<file path="src/design/gwcpc_defines.svh">
/*
  constants for the gauge housekeeping controller: command code, status
  layout, threshold codes, calibration limits and timing counts.
  assumes a 200 mhz clock and units of mv, ma, uv and degrees c on inputs.
*/
`ifndef GWCPC_DEFINES_SVH
`define GWCPC_DEFINES_SVH

`define GWCPC_CMD_APP_STATUS    8'h6a
`define GWCPC_STATUS_LAST_BIT   0
`define GWCPC_STATUS_RESET      8'h00

// wake thresholds in microvolts
`define GWCPC_WAKE_TH_1         16'd1000
`define GWCPC_WAKE_TH_2         16'd2200
`define GWCPC_WAKE_TH_3         16'd4600
`define GWCPC_WAKE_TH_4         16'd9800

`define GWCPC_CAL_TEMP_LO       16'sd5
`define GWCPC_CAL_TEMP_HI       16'sd45
`define GWCPC_CAL_CURR_MAX      16'sd100
`define GWCPC_CAL_VOLT_STEP     16'd256
`define GWCPC_CAL_TEMP_STEP     16'd8
`define GWCPC_CAL_ABORT_DROP    16'd32

`define GWCPC_CLK_MHZ           200
`define GWCPC_TEMP_HOLD_S       60
`define GWCPC_TEMP_HOLD_CYC     (`GWCPC_TEMP_HOLD_S * `GWCPC_CLK_MHZ * 64'd1000000)

`endif

</file>
<file path="src/design/gwcpc_pkg.sv">
/*
  types shared by the gauge housekeeping controller.
  assumes the defines header is included by the files that need numbers.
*/
package gwcpc_pkg;

  typedef struct packed {
    logic        sense_sel_hi;
    logic        sense_sel_lo;
    logic        wake_range_sel;
  } gwcpc_wake_cfg_t;

  typedef struct packed {
    logic [15:0] cell_mv;
    logic [15:0] temp_c;
    logic [15:0] avg_ma;
  } gwcpc_meas_t;

  typedef struct packed {
    logic        ocv_done_flag;
    logic        ocv_invalid_flag;
    logic        init_done_flag;
  } gwcpc_init_flags_t;

  typedef enum logic [1:0] {
    GWCPC_SLOT_NONE,
    GWCPC_SLOT_A,
    GWCPC_SLOT_B
  } gwcpc_match_t;

endpackage

</file>
<file path="src/design/gwcpc_ctrl.sv">
/*
  gauge housekeeping controller: wake comparator, flash write gate, offset
  autocalibration, profile selection on insertion and application status.
  assumes measurements arrive synchronous to clk with a valid strobe per
  reading; the command engine presents a command code and takes read data.
*/
`timescale 1ns/1ps
`include "gwcpc_defines.svh"

module gwcpc_ctrl #(
  parameter int  VW        = 16,
  parameter int  PW        = 16,
  parameter int  CAL_CYC   = 1000,
  parameter int  Z_TOL     = 16,
  parameter longint TEMP_HOLD_CYC = `GWCPC_TEMP_HOLD_CYC
) (
  // clock
  input  wire logic                       clk,
  input  wire logic                       reset,
  input  wire logic                       clk_en,
  // configuration
  input  wire gwcpc_pkg::gwcpc_wake_cfg_t wake_cfg,
  input  wire logic [15:0]                flash_ok_mv,
  input  wire logic [15:0]                sleep_ma,
  // measurements
  input  wire gwcpc_pkg::gwcpc_meas_t     meas,
  input  wire logic                       meas_valid,
  input  wire logic signed [VW-1:0]       sense_pos_in,
  input  wire logic signed [VW-1:0]       sense_neg_in,
  input  wire logic signed [VW-1:0]       rate_in,
  // sleep
  input  wire logic                       sleep_entry,
  output logic                            sleeping,
  output logic                            wake_irq,
  // calibration
  output logic                            cal_busy,
  output logic                            cal_aborted,
  output logic signed [VW-1:0]            sense_corr,
  output logic signed [VW-1:0]            rate_out,
  // flash
  input  wire logic                       nv_wr_req,
  output logic                            nv_wr_en,
  // insertion and profiles
  input  wire logic                       pack_inserted,
  input  wire logic [15:0]                open_circuit_voltage,
  input  wire logic                       ocv_ready,
  input  wire logic                       ocv_bad,
  input  wire logic [7:0]                 soc_lookup,
  input  wire logic [PW-1:0]              meas_z,
  input  wire logic                       def_wr,
  input  wire logic [PW-1:0]              def_data,
  input  wire logic                       prof_upd_wr,
  input  wire logic [PW-1:0]              prof_upd_data,
  output logic [PW-1:0]                   active_prof,
  output logic [7:0]                      soc,
  output logic                            battery_good_out_n,
  output gwcpc_pkg::gwcpc_init_flags_t    init_flags,
  // command read
  input  wire logic                       cmd_rd,
  input  wire logic [7:0]                 cmd_code,
  output logic [7:0]                      cmd_rdata,
  output logic                            cmd_ack,
  output logic                            cmd_nack
);

  typedef enum logic [2:0] {
    INS_IDLE,
    INS_OCV,
    INS_SOC,
    INS_IMP,
    INS_DONE
  } gwcpc_ins_t;

  typedef enum logic [1:0] {
    CAL_IDLE,
    CAL_RUN
  } gwcpc_cal_t;

  // sleep and wake
  logic sleep_q, sleep_d;
  logic wake_raw;

  // calibration
  gwcpc_cal_t         cal_q, cal_d;
  logic [31:0]        cal_cnt_q, cal_cnt_d;
  logic signed [VW-1:0] ofs_q, ofs_d;
  logic signed [VW-1:0] ofs_acc_q, ofs_acc_d;
  logic signed [VW-1:0] rate_q, rate_d;
  logic [15:0]        cal_v_q, cal_v_d;
  logic [15:0]        cal_t_q, cal_t_d;
  logic [15:0]        start_v_q, start_v_d;
  logic [63:0]        tdrift_q, tdrift_d;
  logic               abort_q, abort_d;
  logic signed [VW-1:0] raw_sense;

  // insertion
  gwcpc_ins_t         ins_q, ins_d;
  logic               bgood_q, bgood_d;
  gwcpc_pkg::gwcpc_init_flags_t flags_q, flags_d;
  logic [7:0]         soc_q, soc_d;
  logic               commit;
  gwcpc_pkg::gwcpc_match_t match;
  logic               used_b;

  // command read
  logic [7:0]         rdata_q, rdata_d;
  logic               ack_q, ack_d;
  logic               nack_q, nack_d;

  function automatic logic [15:0] absdiff(input logic [15:0] a, input logic [15:0] b);
    absdiff = (a > b) ? (a - b) : (b - a);
  endfunction

  function automatic logic temp_ok(input logic [15:0] t);
    temp_ok = ($signed(t) > `GWCPC_CAL_TEMP_LO) && ($signed(t) < `GWCPC_CAL_TEMP_HI);
  endfunction

  assign raw_sense = VW'(sense_pos_in - sense_neg_in);

  gwcpc_wake_cmp #(
    .VW (VW)
  ) u_wake (
    .clk      (clk),
    .reset    (reset),
    .clk_en   (clk_en),
    .cfg      (wake_cfg),
    .sleeping (sleep_q),
    .sense_uv (sense_corr),
    .wake_irq (wake_raw)
  );

  gwcpc_profile_store #(
    .PW  (PW),
    .TOL (Z_TOL)
  ) u_prof (
    .clk         (clk),
    .reset       (reset),
    .clk_en      (clk_en),
    .def_wr      (def_wr),
    .def_data    (def_data),
    .meas_z      (meas_z),
    .match       (match),
    .commit      (commit),
    .upd_wr      (prof_upd_wr),
    .upd_data    (prof_upd_data),
    .used_b      (used_b),
    .active_prof (active_prof)
  );

  // sleep state
  always_comb begin
    sleep_d = sleep_q;
    if (!sleep_q && sleep_entry) begin
      sleep_d = 1'b1;
    end else if (sleep_q && (wake_raw || ($signed(meas.avg_ma) > $signed(sleep_ma)))) begin
      sleep_d = 1'b0;
    end
  end

  always_ff @(posedge clk) begin
    if (reset) begin
      sleep_q <= 1'b0;
    end else if (clk_en) begin
      sleep_q <= sleep_d;
    end
  end

  // offset calibration
  always_comb begin
    logic trig;
    trig      = 1'b0;
    cal_d     = cal_q;
    cal_cnt_d = cal_cnt_q;
    ofs_d     = ofs_q;
    ofs_acc_d = ofs_acc_q;
    rate_d    = rate_q;
    cal_v_d   = cal_v_q;
    cal_t_d   = cal_t_q;
    start_v_d = start_v_q;
    tdrift_d  = tdrift_q;
    abort_d   = 1'b0;
    if (absdiff(meas.temp_c, cal_t_q) > `GWCPC_CAL_TEMP_STEP) begin
      if (tdrift_q < TEMP_HOLD_CYC) begin
        tdrift_d = tdrift_q + 64'd1;
      end
    end else begin
      tdrift_d = '0;
    end
    if (!sleep_q && sleep_entry && temp_ok(meas.temp_c)) begin
      trig = 1'b1;
    end
    if ($signed(meas.avg_ma) <= `GWCPC_CAL_CURR_MAX &&
        (absdiff(meas.cell_mv, cal_v_q) >= `GWCPC_CAL_VOLT_STEP ||
         tdrift_q >= TEMP_HOLD_CYC)) begin
      trig = 1'b1;
    end
    unique case (cal_q)
      CAL_IDLE: begin
        rate_d = rate_in;
        if (trig) begin
          cal_d     = CAL_RUN;
          cal_cnt_d = '0;
          ofs_acc_d = raw_sense;
          start_v_d = meas.cell_mv;
        end
      end
      CAL_RUN: begin
        cal_cnt_d = cal_cnt_q + 32'd1;
        // a drop means load current rose, so the offset reading is stale
        if (meas_valid && start_v_q > meas.cell_mv &&
            (start_v_q - meas.cell_mv) > `GWCPC_CAL_ABORT_DROP) begin
          cal_d   = CAL_IDLE;
          abort_d = 1'b1;
        end else if (cal_cnt_q >= 32'(CAL_CYC - 1)) begin
          cal_d    = CAL_IDLE;
          ofs_d    = ofs_acc_q;
          cal_v_d  = meas.cell_mv;
          cal_t_d  = meas.temp_c;
          tdrift_d = '0;
        end
      end
      default: cal_d = CAL_IDLE;
    endcase
  end

  always_ff @(posedge clk) begin
    if (reset) begin
      cal_q     <= CAL_IDLE;
      cal_cnt_q <= '0;
      ofs_q     <= '0;
      ofs_acc_q <= '0;
      rate_q    <= '0;
      cal_v_q   <= '0;
      cal_t_q   <= '0;
      start_v_q <= '0;
      tdrift_q  <= '0;
      abort_q   <= 1'b0;
    end else if (clk_en) begin
      cal_q     <= cal_d;
      cal_cnt_q <= cal_cnt_d;
      ofs_q     <= ofs_d;
      ofs_acc_q <= ofs_acc_d;
      rate_q    <= rate_d;
      cal_v_q   <= cal_v_d;
      cal_t_q   <= cal_t_d;
      start_v_q <= start_v_d;
      tdrift_q  <= tdrift_d;
      abort_q   <= abort_d;
    end
  end

  assign cal_busy    = (cal_q == CAL_RUN);
  assign cal_aborted = abort_q;
  assign sense_corr  = VW'(raw_sense - ofs_q);
  assign rate_out    = rate_q;
  assign nv_wr_en    = nv_wr_req && (meas.cell_mv >= flash_ok_mv);

  // insertion sequence
  always_comb begin
    ins_d   = ins_q;
    bgood_d = bgood_q;
    flags_d = flags_q;
    soc_d   = soc_q;
    commit  = 1'b0;
    unique case (ins_q)
      INS_IDLE: begin
        bgood_d = 1'b0;
        if (pack_inserted) begin
          ins_d   = INS_OCV;
          flags_d = '0;
        end
      end
      INS_OCV: begin
        if (ocv_ready) begin
          flags_d.ocv_done_flag    = 1'b1;
          flags_d.ocv_invalid_flag = ocv_bad;
          ins_d = INS_SOC;
        end
      end
      INS_SOC: begin
        soc_d   = soc_lookup;
        bgood_d = 1'b1;
        ins_d   = INS_IMP;
      end
      INS_IMP: begin
        commit = 1'b1;
        ins_d  = INS_DONE;
      end
      INS_DONE: begin
        flags_d.init_done_flag = 1'b1;
        if (!pack_inserted) begin
          ins_d = INS_IDLE;
        end
      end
      default: ins_d = INS_IDLE;
    endcase
  end

  always_ff @(posedge clk) begin
    if (reset) begin
      ins_q   <= INS_IDLE;
      bgood_q <= 1'b0;
      flags_q <= '0;
      soc_q   <= '0;
    end else if (clk_en) begin
      ins_q   <= ins_d;
      bgood_q <= bgood_d;
      flags_q <= flags_d;
      soc_q   <= soc_d;
    end
  end

  assign battery_good_out_n = ~bgood_q;
  assign init_flags         = flags_q;
  assign soc                = soc_q;
  assign sleeping           = sleep_q;
  assign wake_irq           = wake_raw;

  // status byte read; unknown codes answer with nack
  always_comb begin
    rdata_d = rdata_q;
    ack_d   = 1'b0;
    nack_d  = 1'b0;
    if (cmd_rd) begin
      if (cmd_code == `GWCPC_CMD_APP_STATUS) begin
        rdata_d = `GWCPC_STATUS_RESET;
        rdata_d[`GWCPC_STATUS_LAST_BIT] = used_b;
        ack_d = 1'b1;
      end else begin
        nack_d = 1'b1;
      end
    end
  end

  always_ff @(posedge clk) begin
    if (reset) begin
      rdata_q <= `GWCPC_STATUS_RESET;
      ack_q   <= 1'b0;
      nack_q  <= 1'b0;
    end else if (clk_en) begin
      rdata_q <= rdata_d;
      ack_q   <= ack_d;
      nack_q  <= nack_d;
    end
  end

  assign cmd_rdata = rdata_q;
  assign cmd_ack   = ack_q;
  assign cmd_nack  = nack_q;

endmodule

</file>
<file path="src/design/gwcpc_profile_store.sv">
/*
  profile store: two default slots, two dynamic pack slots with age tracking.
  assumes one profile word per slot; search result is combinational.
*/
`timescale 1ns/1ps

module gwcpc_profile_store #(
  parameter int PW = 16,
  parameter int TOL = 16
) (
  // clock
  input  wire logic          clk,
  input  wire logic          reset,
  input  wire logic          clk_en,
  // default load
  input  wire logic          def_wr,
  input  wire logic [PW-1:0] def_data,
  // search and update
  input  wire logic [PW-1:0] meas_z,
  output gwcpc_pkg::gwcpc_match_t match,
  input  wire logic          commit,
  input  wire logic          upd_wr,
  input  wire logic [PW-1:0] upd_data,
  // state
  output logic               used_b,
  output logic [PW-1:0]      active_prof
);

  logic [PW-1:0] slot_q [4];
  logic [PW-1:0] slot_d [4];
  logic          valid_q [2];
  logic          valid_d [2];
  logic          older_b_q;
  logic          older_b_d;
  logic          cur_b_q;
  logic          cur_b_d;

  function automatic logic near(input logic [PW-1:0] a, input logic [PW-1:0] b);
    near = ((a > b) ? (a - b) : (b - a)) <= PW'(TOL);
  endfunction

  always_comb begin
    // only the dynamic slots are searched; a matches before b
    match = gwcpc_pkg::GWCPC_SLOT_NONE;
    if (valid_q[0] && near(meas_z, slot_q[2])) begin
      match = gwcpc_pkg::GWCPC_SLOT_A;
    end else if (valid_q[1] && near(meas_z, slot_q[3])) begin
      match = gwcpc_pkg::GWCPC_SLOT_B;
    end
  end

  always_comb begin
    slot_d    = slot_q;
    valid_d   = valid_q;
    older_b_d = older_b_q;
    cur_b_d   = cur_b_q;
    if (def_wr) begin
      slot_d[0] = def_data;
      slot_d[1] = def_data;
    end
    if (commit) begin
      unique case (match)
        gwcpc_pkg::GWCPC_SLOT_A: cur_b_d = 1'b0;
        gwcpc_pkg::GWCPC_SLOT_B: cur_b_d = 1'b1;
        gwcpc_pkg::GWCPC_SLOT_NONE: begin
          // new pack overwrites the older dynamic slot
          cur_b_d = older_b_q;
          slot_d[older_b_q ? 3 : 2] = slot_q[0];
          valid_d[older_b_q ? 1 : 0] = 1'b1;
        end
      endcase
      older_b_d = ~cur_b_d;
    end else if (upd_wr) begin
      slot_d[cur_b_q ? 3 : 2] = upd_data;
    end
  end

  // slots are never cleared on removal, only by reset
  always_ff @(posedge clk) begin
    if (reset) begin
      for (int i = 0; i < 4; i++) begin
        slot_q[i] <= '0;
      end
      valid_q[0] <= 1'b0;
      valid_q[1] <= 1'b0;
      older_b_q  <= 1'b0;
      cur_b_q    <= 1'b0;
    end else if (clk_en) begin
      slot_q    <= slot_d;
      valid_q   <= valid_d;
      older_b_q <= older_b_d;
      cur_b_q   <= cur_b_d;
    end
  end

  assign used_b      = cur_b_q;
  assign active_prof = slot_q[cur_b_q ? 3 : 2];

endmodule

</file>
<file path="src/design/gwcpc_wake_cmp.sv">
/*
  wake comparator: magnitude of signed sense voltage against decoded threshold.
  assumes sense voltage in microvolts, already offset-corrected.
*/
`timescale 1ns/1ps
`include "gwcpc_defines.svh"

module gwcpc_wake_cmp #(
  parameter int VW = 16
) (
  // clock
  input  wire logic                     clk,
  input  wire logic                     reset,
  input  wire logic                     clk_en,
  // inputs
  input  wire gwcpc_pkg::gwcpc_wake_cfg_t cfg,
  input  wire logic                     sleeping,
  input  wire logic signed [VW-1:0]     sense_uv,
  // output
  output logic                          wake_irq
);

  logic          wake_q;
  logic          wake_d;
  logic [VW-1:0] th;
  logic [VW-1:0] mag;

  function automatic logic [VW-1:0] decode_th(input gwcpc_pkg::gwcpc_wake_cfg_t c);
    case ({c.sense_sel_hi, c.sense_sel_lo, c.wake_range_sel})
      3'b010:         decode_th = VW'(`GWCPC_WAKE_TH_1);
      3'b011, 3'b100: decode_th = VW'(`GWCPC_WAKE_TH_2);
      3'b101, 3'b110: decode_th = VW'(`GWCPC_WAKE_TH_3);
      3'b111:         decode_th = VW'(`GWCPC_WAKE_TH_4);
      default:        decode_th = '0;
    endcase
  endfunction

  always_comb begin
    th     = decode_th(cfg);
    mag    = sense_uv[VW-1] ? VW'(-sense_uv) : sense_uv;
    wake_d = 1'b0;
    if (sleeping && (cfg.sense_sel_hi || cfg.sense_sel_lo)) begin
      wake_d = (mag > th);
    end
  end

  always_ff @(posedge clk) begin
    if (reset) begin
      wake_q <= 1'b0;
    end else if (clk_en) begin
      wake_q <= wake_d;
    end
  end

  assign wake_irq = wake_q;

endmodule

</file>
<file path="config.mk">
export PLATFORM = sky130hd
export DESIGN_NAME = gwcpc_ctrl
export DESIGN_NICKNAME = d
export VERILOG_FILES = /design/src/design/gwcpc_pkg.sv /design/src/design/gwcpc_ctrl.sv /design/src/design/gwcpc_profile_store.sv /design/src/design/gwcpc_wake_cmp.sv
export VERILOG_INCLUDE_DIRS = /design/src /design/src/design
export SDC_FILE = /design/constraint.sdc
export NUM_CORES = 1
export LEC_CHECK = 0
export CELL_PAD_IN_SITES_DETAIL_PLACEMENT = 1
export CELL_PAD_IN_SITES_GLOBAL_PLACEMENT = 1
export CORE_MARGIN = 2
export CORE_UTILIZATION = 48
export DETAILED_ROUTE_END_ITERATION = 8
export DONT_BUFFER_PORTS = 1
export GPL_TIMING_DRIVEN = 0
export PLACE_DENSITY = 0.85
export SLEW_MARGIN = 15
export SYNTH_ARGS = -nofsm -noshare
export SYNTH_HDL_FRONTEND = slang
export SYNTH_HIERARCHICAL = 1
export SYNTH_SLANG_ARGS = --single-unit
</file>
<file path="constraint.sdc">
create_clock -name clk -period 7.45 [get_ports clk]
set_input_delay 1.49 -clock clk [delete_from_list [all_inputs] [get_ports clk]]
set_output_delay 1.49 -clock clk [all_outputs]
set_load 0.05 [all_outputs]
</file>
Word-level counts from Yosys, hierarchy flattened. Cells that the tools add are included.

Bits in registers: 283. Bits of input ports: 223. Word-level logic and storage cells: 199.

Add/sub/neg operators: 14. Magnitude comparators: 25. Eq/ne operators: 20. Mux-type cells: 60. Bitwise gates (word level): 7. Reduce and logical (&&, ||, !) cells: 44.

Operator list (number): $mux 64 (8); $sub 16x16->16 (11); $mux 16 (9); $bwmux 64 (2); $gt 16x16->1 (6); $lt 32x1->1 const B (3); $not 32->32 (3); $add 64x1->64 const B (1); $demux 16 s2 (2); $ge 32x3->1 const B (2); $ge 64x34->1 const B (1); $lt 64x34->1 const B (1); $mux 32 (2); $pmux 32 s2 (1); $pmux 14 s4 (1); $add 32x1->32 const B (1); $bmux 16 s2 (1); $ge 32x10->1 const B (1); $ge 32x2->1 const B (1); $gt 16x4->1 const B (2); $le 16x5->1 const B (2); $reduce_and 3->1 (7); $mux 1 (17); $ge 16x16->1 (1); 33 further kinds (84).

Logic depth before layout (Yosys ltp). Gate-level depths: netlist of the first run.

Depth in word-level cells: 10. Depth in mapped cells: 28. Depth with buffers taken out: 27.

By module. The synthesis of the first run kept the hierarchy.

Modules (own cells, without submodules): gwcpc_ctrl (instances 1, cells an instance 1973, area an instance 15031.9 um^2, sequential area each 4264.1 um^2); gwcpc_profile_store (instances 1, cells an instance 912, area an instance 6517.5 um^2, sequential area each 1041.0 um^2); gwcpc_wake_cmp (instances 1, cells an instance 83, area an instance 606.8 um^2, sequential area each 20.0 um^2).

Worst setup path after synthesis of the first run. No wires, ideal clock.

Path kind: input -> register. Start: in sense_pos_in[0]. End: reg u_wake.wake_q, in the netlist u_wake/wake_irq. Data arrival time: 7.607 ns. Slack: -0.271 ns. Cell stages on the path: 27. Buffers on the path: 1. Cells stage by stage: inv_1 ha_1 inv_1 fa_1 a21o_1 a21oi_1 o21bai_1 a211o_1 a31oi_1 xnor2_1 ha_1 and3_1 a211o_1 or4_1 a311o_1 a21oi_1 xnor2_1 xnor2_1 clkbuf_1 o31ai_1 xnor2_1 ha_1 nand4_1 nor3_1 a2111oi_0 o21ai_0 a21o_1.

Word-level cells in the longest chain between the ends: 6.

Ends and longest elaborated chain: start: declaration (line gwcpc_ctrl.sv:28) `input wire logic signed [VW-1:0] sense_pos_in,`; $sub 16x16->16 * (line gwcpc_ctrl.sv:118) `assign raw_sense = VW'(sense_pos_in - sense_neg_in);`; named net raw_sense[8] (line gwcpc_ctrl.sv:94) `logic signed [VW-1:0] raw_sense;`; $sub 16x16->16 * (line gwcpc_ctrl.sv:254) `assign sense_corr = VW'(raw_sense - ofs_q);`; named net sense_corr[15] (line gwcpc_ctrl.sv:38) `output logic signed [VW-1:0] sense_corr,`; $neg 16->16 (line gwcpc_wake_cmp.sv:40) `mag = sense_uv[VW-1] ? VW'(-sense_uv) : sense_uv;`; $mux 16 * (line gwcpc_wake_cmp.sv:40); $gt 16x14->1 * (line gwcpc_wake_cmp.sv:43) `wake_d = (mag > th);`; $mux 1 * (line gwcpc_wake_cmp.sv:42) `if (sleeping && (cfg.sense_sel_hi || cfg.sense_sel_lo)) begin`; end signal: assignment (line gwcpc_wake_cmp.sv:51) `wake_q <= wake_d;`; end: declaration (line gwcpc_wake_cmp.sv:23) `logic wake_q;`.

The timed path passes the listed nets; every way through them passes the cells marked *. A chain may end at the register's enable or synchronous reset.

Worst setup path after layout of the first run.
Start: in sense_pos_in[0]. End: out sense_corr[15].

Word-level cells in the longest chain between the ends: 2.

Ends and longest elaborated chain (line): $sub 16x16->16 (gwcpc_ctrl.sv:118); named net raw_sense[8] (gwcpc_ctrl.sv:94); $sub 16x16->16 (gwcpc_ctrl.sv:254); end: declaration (gwcpc_ctrl.sv:38).

The timed path passes the listed nets, and every way through them passes these cells.

==> results of run 1 <==
[what timing repair did]
item                                    CTS  global route
hold buffers                              0             0
pin swaps                                 1             7
gates cloned                              0             0
resized for setup                         4             8
endpoints found under the setup margin    2             3
setup buffers                             0             2
[final cells by class]
type | count | area (um2)
fill | 5792 | 21090
multi-input combinational | 2296 | 15320
sequential | 266 | 5325
clock buffer | 42 | 973.4
inverter | 248 | 930.9
tap | 600 | 750.7
buffer | 163 | 738.2
clock inverter | 19 | 276.5
timing repair buffer | 6 | 60.06
antenna | 4 | 10.01
[worst max-delay path: cells and delay by family]
kind	cells	cell delay, ps
compound gates	9	1870
buf+inv	2	100
fa+ha+maj	3	910
simple gates	2	540
xor+xnor	3	890
[power groups by stage]
stage / logic (uW) / clock network, uW / registers [uW]
finish: 1540 / 1870 / 1510
global route: 1660 / 1940 / 1510
CTS: 1500 / 1890 / 1510
detailed placement: 1470 / 0 / 1540
global placement: 1330 / 0 / 1540
floorplan: 1080 / 0 / 1530
[metrics by stage]
step                      hold WS (ps)  util [%]  power (uW)
final                            465.1     53.62        4918
after global routing             483.6     53.62        5109
after CTS                        463.2     53.50        4896
after detailed placement         448.7     50.71        3011
after global placement           438.3     50.43        2869
after floorplan                  431.5         -        2610
[worst max-delay path by stage]
stage | from | to | depth (start not counted)
floorplan | sense_pos_in[0] | u_wake/wake_irq | 27
global placement | sense_pos_in[0] | u_wake/wake_irq | 27
detailed placement | sense_pos_in[0] | u_wake/wake_irq | 28
CTS | sense_pos_in[0] | sense_corr[15] | 19
global route | sense_pos_in[0] | sense_corr[15] | 19
finish | sense_pos_in[0] | sense_corr[15] | 19
[metal layers]
layer / vias to the layer above / track usage (%) / wire length (um)
met5: - / 0 / 37
met4: 6 / 20.41 / 5265
met3: 269 / 6.112 / 4787
met2: 714 / 60.82 / 41150
met1: 11190 / 38.00 / 32590
li1: 10740 / - / -
==> run_results.csv, run 1 <==
group,metric,value,unit
global_routing,grt_max_degree,14,
timing,setup_viol_count_final,0,
global_routing,grt_pass1_vias,24050,
global_routing,antenna_found_initial,7,
die,pin_count,298,
yosys,syn_inst,2967,
place,placedCellCount,3577,
setup_path,crit_path_end_kind,"output pin",
timing,maxSlewViolCount,0,
timing,setup_slack,132.6,ps
layout,reg.largest.list,"tdrift_q x64, u_prof/slot_q x48, cal_cnt_q x32",
drt,drt-initial-drc-count,1425,
power,intPower,3137,uW
timing,finalSetupTns,0,ps
timing,tightest_slew,1210,ps
timing,hold_viol_final,0,
setup_path,r2r-start,"ofs_q[1]",
setup_path,worstPathRequired,5960,ps
die,die_w,218.8,um
power,swShare,36.22,%
timing,skew,20.82,ps
setup_path,reg2reg_to,"u_wake/wake_irq",
layout,fin_area,0.02439,mm2
layout,largest_reg_flops,64,
global_routing,overflow,0,
drt,drtPass1Iterations,5,
power,pwr-share-clk,38.0,%
clock_tree,clockBufferDepth,3,
die,die-area,0.04788,mm2
clock_tree,clk_pin_slew,60,ps
min_path,hold_depth,1,
die,initial_utilization,48.71,%
yosys,netlist_area,0.02215,mm2
clock_tree,cts.sinks,266,
global_routing,grt_pass1_wl,130.4,mm
timing,fmax,136.7,MHz
die,chipHeight,218.8,um
layout,final_common_cell,"nand2_1",
timing,slew_headroom,18.81,%
layout,largest-register,"tdrift_q",
clock_tree,root_buffer,"clkbuf_16",
layout,nNetsFinal,3461,
setup_path,path_max_fanout,5,
setup_path,crit_type,"primary input to output pin",
power,powerDensity,201.7,mW/mm2
drt,wl,83.83,mm
setup_path,crit_slowest_cell,"xnor2_4",
setup_path,cp_cell_sequence,"inv_1 -> ha_1 -> inv_1 -> fa_1 -> a21o_1 -> a21oi_2 -> o21bai_1 -> a211o_1 -> a31oi_1 -> xnor2_1 -> ha_2 -> nand3_1 -> a21oi_1 -> a211o_1 -> or4_4 -> a311o_1 -> a21oi_2 -> xnor2_2 -> xnor2_4",
power,pwr-share-comb,31.3,%
setup_path,crit_path_max_incr_delay,540,ps
layout,final_cell_mix,"nand2_1, a21oi_1, nor2_1",
min_path,worstHoldStart,"tdrift_q[39]",
drt,viasPerCell,6.291,
drt,num_vias,22920,
yosys,ys_warn_count,6,
layout,finalNonFillerCells,3644,
drt,drc,0,
yosys,synth.avg_cell_area,7.466,um2
min_path,hp-class,"flop to flop",
power,p_switching,1781,uW
outcome,status,"completed",
clock_tree,cts_tree,"yes",
power,p_leak,0.01008,uW
timing,period_needed,7317,ps
power,vdd_drop_max,0.2660,mV
place,gp_congestion,0.9965,
place,portBuffers,0,
setup_path,arrival,5830,ps
clock_tree,clk_latency,550,ps
setup_path,cp-start-kind,"primary input",
place,placed_cell_area,0.02306,mm2
setup_path,rrSetupSlack,1850,ps
drt,ant_nets,0,
place,dp.final_hpwl,65.51,mm
layout,drive_above_1_share,6.711,%
setup_path,reg2reg_depth,22,
clock_tree,cts_buffers,36,
min_path,whs_endpoint,"tdrift_q[39]",
power,p_seq_share,30.7,%
place,dp_slack,-771.7,ps
run,maxCapViolations,0,
layout,syn2layout_area_growth,10.08,%
die,rows,78,
clock_tree,cts_max_level,2,
drt,wl_per_cell,23.01,um
global_routing,grtUsageTotal,34.20,%
timing,period_share,98.22,%
die,core-area,0.04548,mm2
(Power assumes the default switching activity.)
==> run 2: changes to the inputs <==
Settings changed: CORE_ASPECT_RATIO set to 1.5, REMOVE_ABC_BUFFERS set to 1.
==> run 2 against run 1 <==
Net effect: sequential cell count unchanged; sequential share of layout area increased by 0.50 points; non-clock buffer count decreased by 152; utilization decreased by 1.4 points; final cell count decreased by 4.8%; combinational power decreased by 7%; sequential power about the same; power decreased by 4.7%; clock power decreased by 6%.
==> run_results.csv, run 2 (synthesis results as in run 1) <==
group,metric,value,unit
layout,final_cell_mix,"nand2_1, a21oi_1, nor2_1",
power,intPower,3034,uW
global_routing,grtUsageTotal,29.56,%
die,die_w,179.4,um
layout,fillerInstances,5691,
place,placed_cell_area,0.02263,mm2
timing,fmax,137.9,MHz
clock_tree,clk_pin_slew,60,ps
setup_path,reg2reg_depth,21,
die,die-area,0.04792,mm2
setup_path,startpoint,"sense_pos_in[0]",
timing,finalSetupTns,0,ps
layout,final_common_cell,"nand2_1",
global_routing,grt_max_degree,216,
run,maxCapViolations,0,
clock_tree,clockBufferDepth,3,
timing,maxSlewViolCount,0,
drt,drc,0,
place,portBuffers,0,
place,dp.final_hpwl,56.58,mm
drt,ant_nets,0,
layout,largest-register,"tdrift_q",
place,gp_congestion,0.9868,
drt,drt-initial-drc-count,881,
layout,fin_area,0.02385,mm2
power,fin_total_pwr,4685,uW
setup_path,crit_type,"primary input to output pin",
setup_path,arrival,5760,ps
outcome,status,"completed",
layout,nNetsFinal,3304,
timing,rsz0062_at_grt,"false",
clock_tree,cts_max_level,1,
min_path,hp-class,"flop to flop",
power,pwr-share-comb,30.5,%
clock_tree,cts_buffers,31,
power,p_seq_share,32.2,%
power,powerDensity,196.5,mW/mm2
setup_path,crit_path_max_incr_delay,470,ps
power,pwr-share-clk,37.3,%
clock_tree,clk_latency,600,ps
die,chipHeight,267.1,um
setup_path,path_max_fanout,5,
setup_path,crit_path_end,"sense_corr[15]",
setup_path,cp_cell_sequence,"inv_1 -> ha_1 -> inv_1 -> fa_1 -> a21o_1 -> a21oi_2 -> o21bai_1 -> a211o_1 -> a31oi_2 -> xnor2_1 -> ha_2 -> and3_1 -> a211o_1 -> or4_1 -> a311o_1 -> a21oi_2 -> xnor2_2 -> xnor2_4 -> buf_8",
drt,wl,74.41,mm
power,swShare,35.24,%
setup_path,cp-start-kind,"primary input",
die,pin_count,298,
die,rows,96,
drt,wl_per_cell,21.44,um
power,vdd_drop_max,0.2034,mV
timing,hold_viol_final,0,
timing,skew,16.54,ps
layout,drive_above_1_share,6.246,%
drt,drtPass1Iterations,4,
layout,largest_reg_flops,64,
setup_path,crit_slowest_cell,"or4_1",
setup_path,reg2reg_to,"u_wake/wake_irq",
timing,slew_headroom,19.88,%
layout,syn2layout_area_growth,7.647,%
die,core-area,0.04564,mm2
global_routing,antenna_found_initial,1,
global_routing,grt_pass1_vias,23510,
clock_tree,cts.sinks,266,
clock_tree,hold_buffers,0,
clock_tree,cts_tree,"yes",
timing,period_needed,7250,ps
global_routing,overflow,0,
die,initial_utilization,48.53,%
setup_path,rrSetupSlack,1970,ps
timing,setup_viol_count_final,0,
drt,num_vias,21970,
setup_path,crit_path_end_kind,"output pin",
setup_path,worstPathRequired,5960,ps
power,p_switching,1651,uW
power,p_leak,0.009820,uW
timing,tightest_slew,1199,ps
timing,period_share,97.32,%
layout,reg.largest.list,"tdrift_q x64, u_prof/slot_q x48, cal_cnt_q x32",
global_routing,grt_pass1_wl,118.2,mm
clock_tree,root_buffer,"clkbuf_16",
layout,diodes,0,
drt,viasPerCell,6.331,
setup_path,r2r-start,"ofs_q[0]",
## run 2: cell count changes in the layout (fill, tap and decap cells not counted), sizes merged
cell,change
buf,-29
bufinv,+2
clkbuf,-130
clkinv,-1
clkinvlp,+1
diode,-4
inv,-1
## run 2: worst min-delay path by stage
stage                        startpoint  slack, ps      endpoint  cells after the start
after global placement     ofs_acc_q[0]        430      ofs_q[0]                      2
after floorplan           ofs_acc_q[15]        430     ofs_q[15]                      2
after detailed placement   ofs_acc_q[0]        440  ofs_acc_q[0]                      2
after global routing       ofs_acc_q[0]        470  ofs_acc_q[0]                      2
final                      ofs_acc_q[0]        450  ofs_acc_q[0]                      2
after CTS                  ofs_acc_q[0]        450  ofs_acc_q[0]                      2
## run 2: power by group through the flow
stage	combinational (uW)	sequential, uW	clock (uW)
after floorplan	1040	1530	0
after global placement	1270	1540	0
after detailed placement	1380	1540	0
after CTS	1410	1510	1780
after global routing	1550	1510	1820
final	1430	1510	1750
## run 2: what timing repair did
item | 4_1_cts | 5_1_grt
resized for setup | 2 | 5
pin swaps | 1 | 2
setup buffers | 1 | 2
endpoints found under the setup margin | 1 | 1
## run 2: worst max-delay path: cells and delay by family
kind	cells	cell delay [ps]
compound gates	8	1790
xor+xnor	3	550
fa+ha+maj	3	970
buf+inv	3	300
simple gates	2	660
## run 2: metrics by stage
step / utilization (%) / hold slack [ps] / std cells / worst slack, ps
floorplan: - / 425.5 / 2810 / -1118
global placement: 48.59 / 434.7 / 3398 / -4972
detailed placement: 49.57 / 443.5 / 3412 / -475.7
CTS: 52.16 / 453.0 / 3468 / 48.02
global route: 52.25 / 471.8 / 3470 / 7.742
finish: 52.25 / 453.6 / 3470 / 199.8
## run 2: final cells by class
cell class / instances / area (um2) / area share, %
Clock buffer: 35 / 820.8 / 3.442
Multi-Input combinational cell: 2296 / 15390 / 64.53
Tap cell: 588 / 735.7 / 3.085
Inverter: 248 / 930.9 / 3.904
Clock inverter: 20 / 337.8 / 1.417
Timing Repair Buffer: 17 / 306.5 / 1.285
Sequential cell: 266 / 5328 / 22.34
## run 2: per-layer routing
layer	global-route usage (%)	share of wire, %
met5	0	0.017
met4	17.29	5.9
met3	3.699	3.6
met2	59.69	55
met1	28.21	35
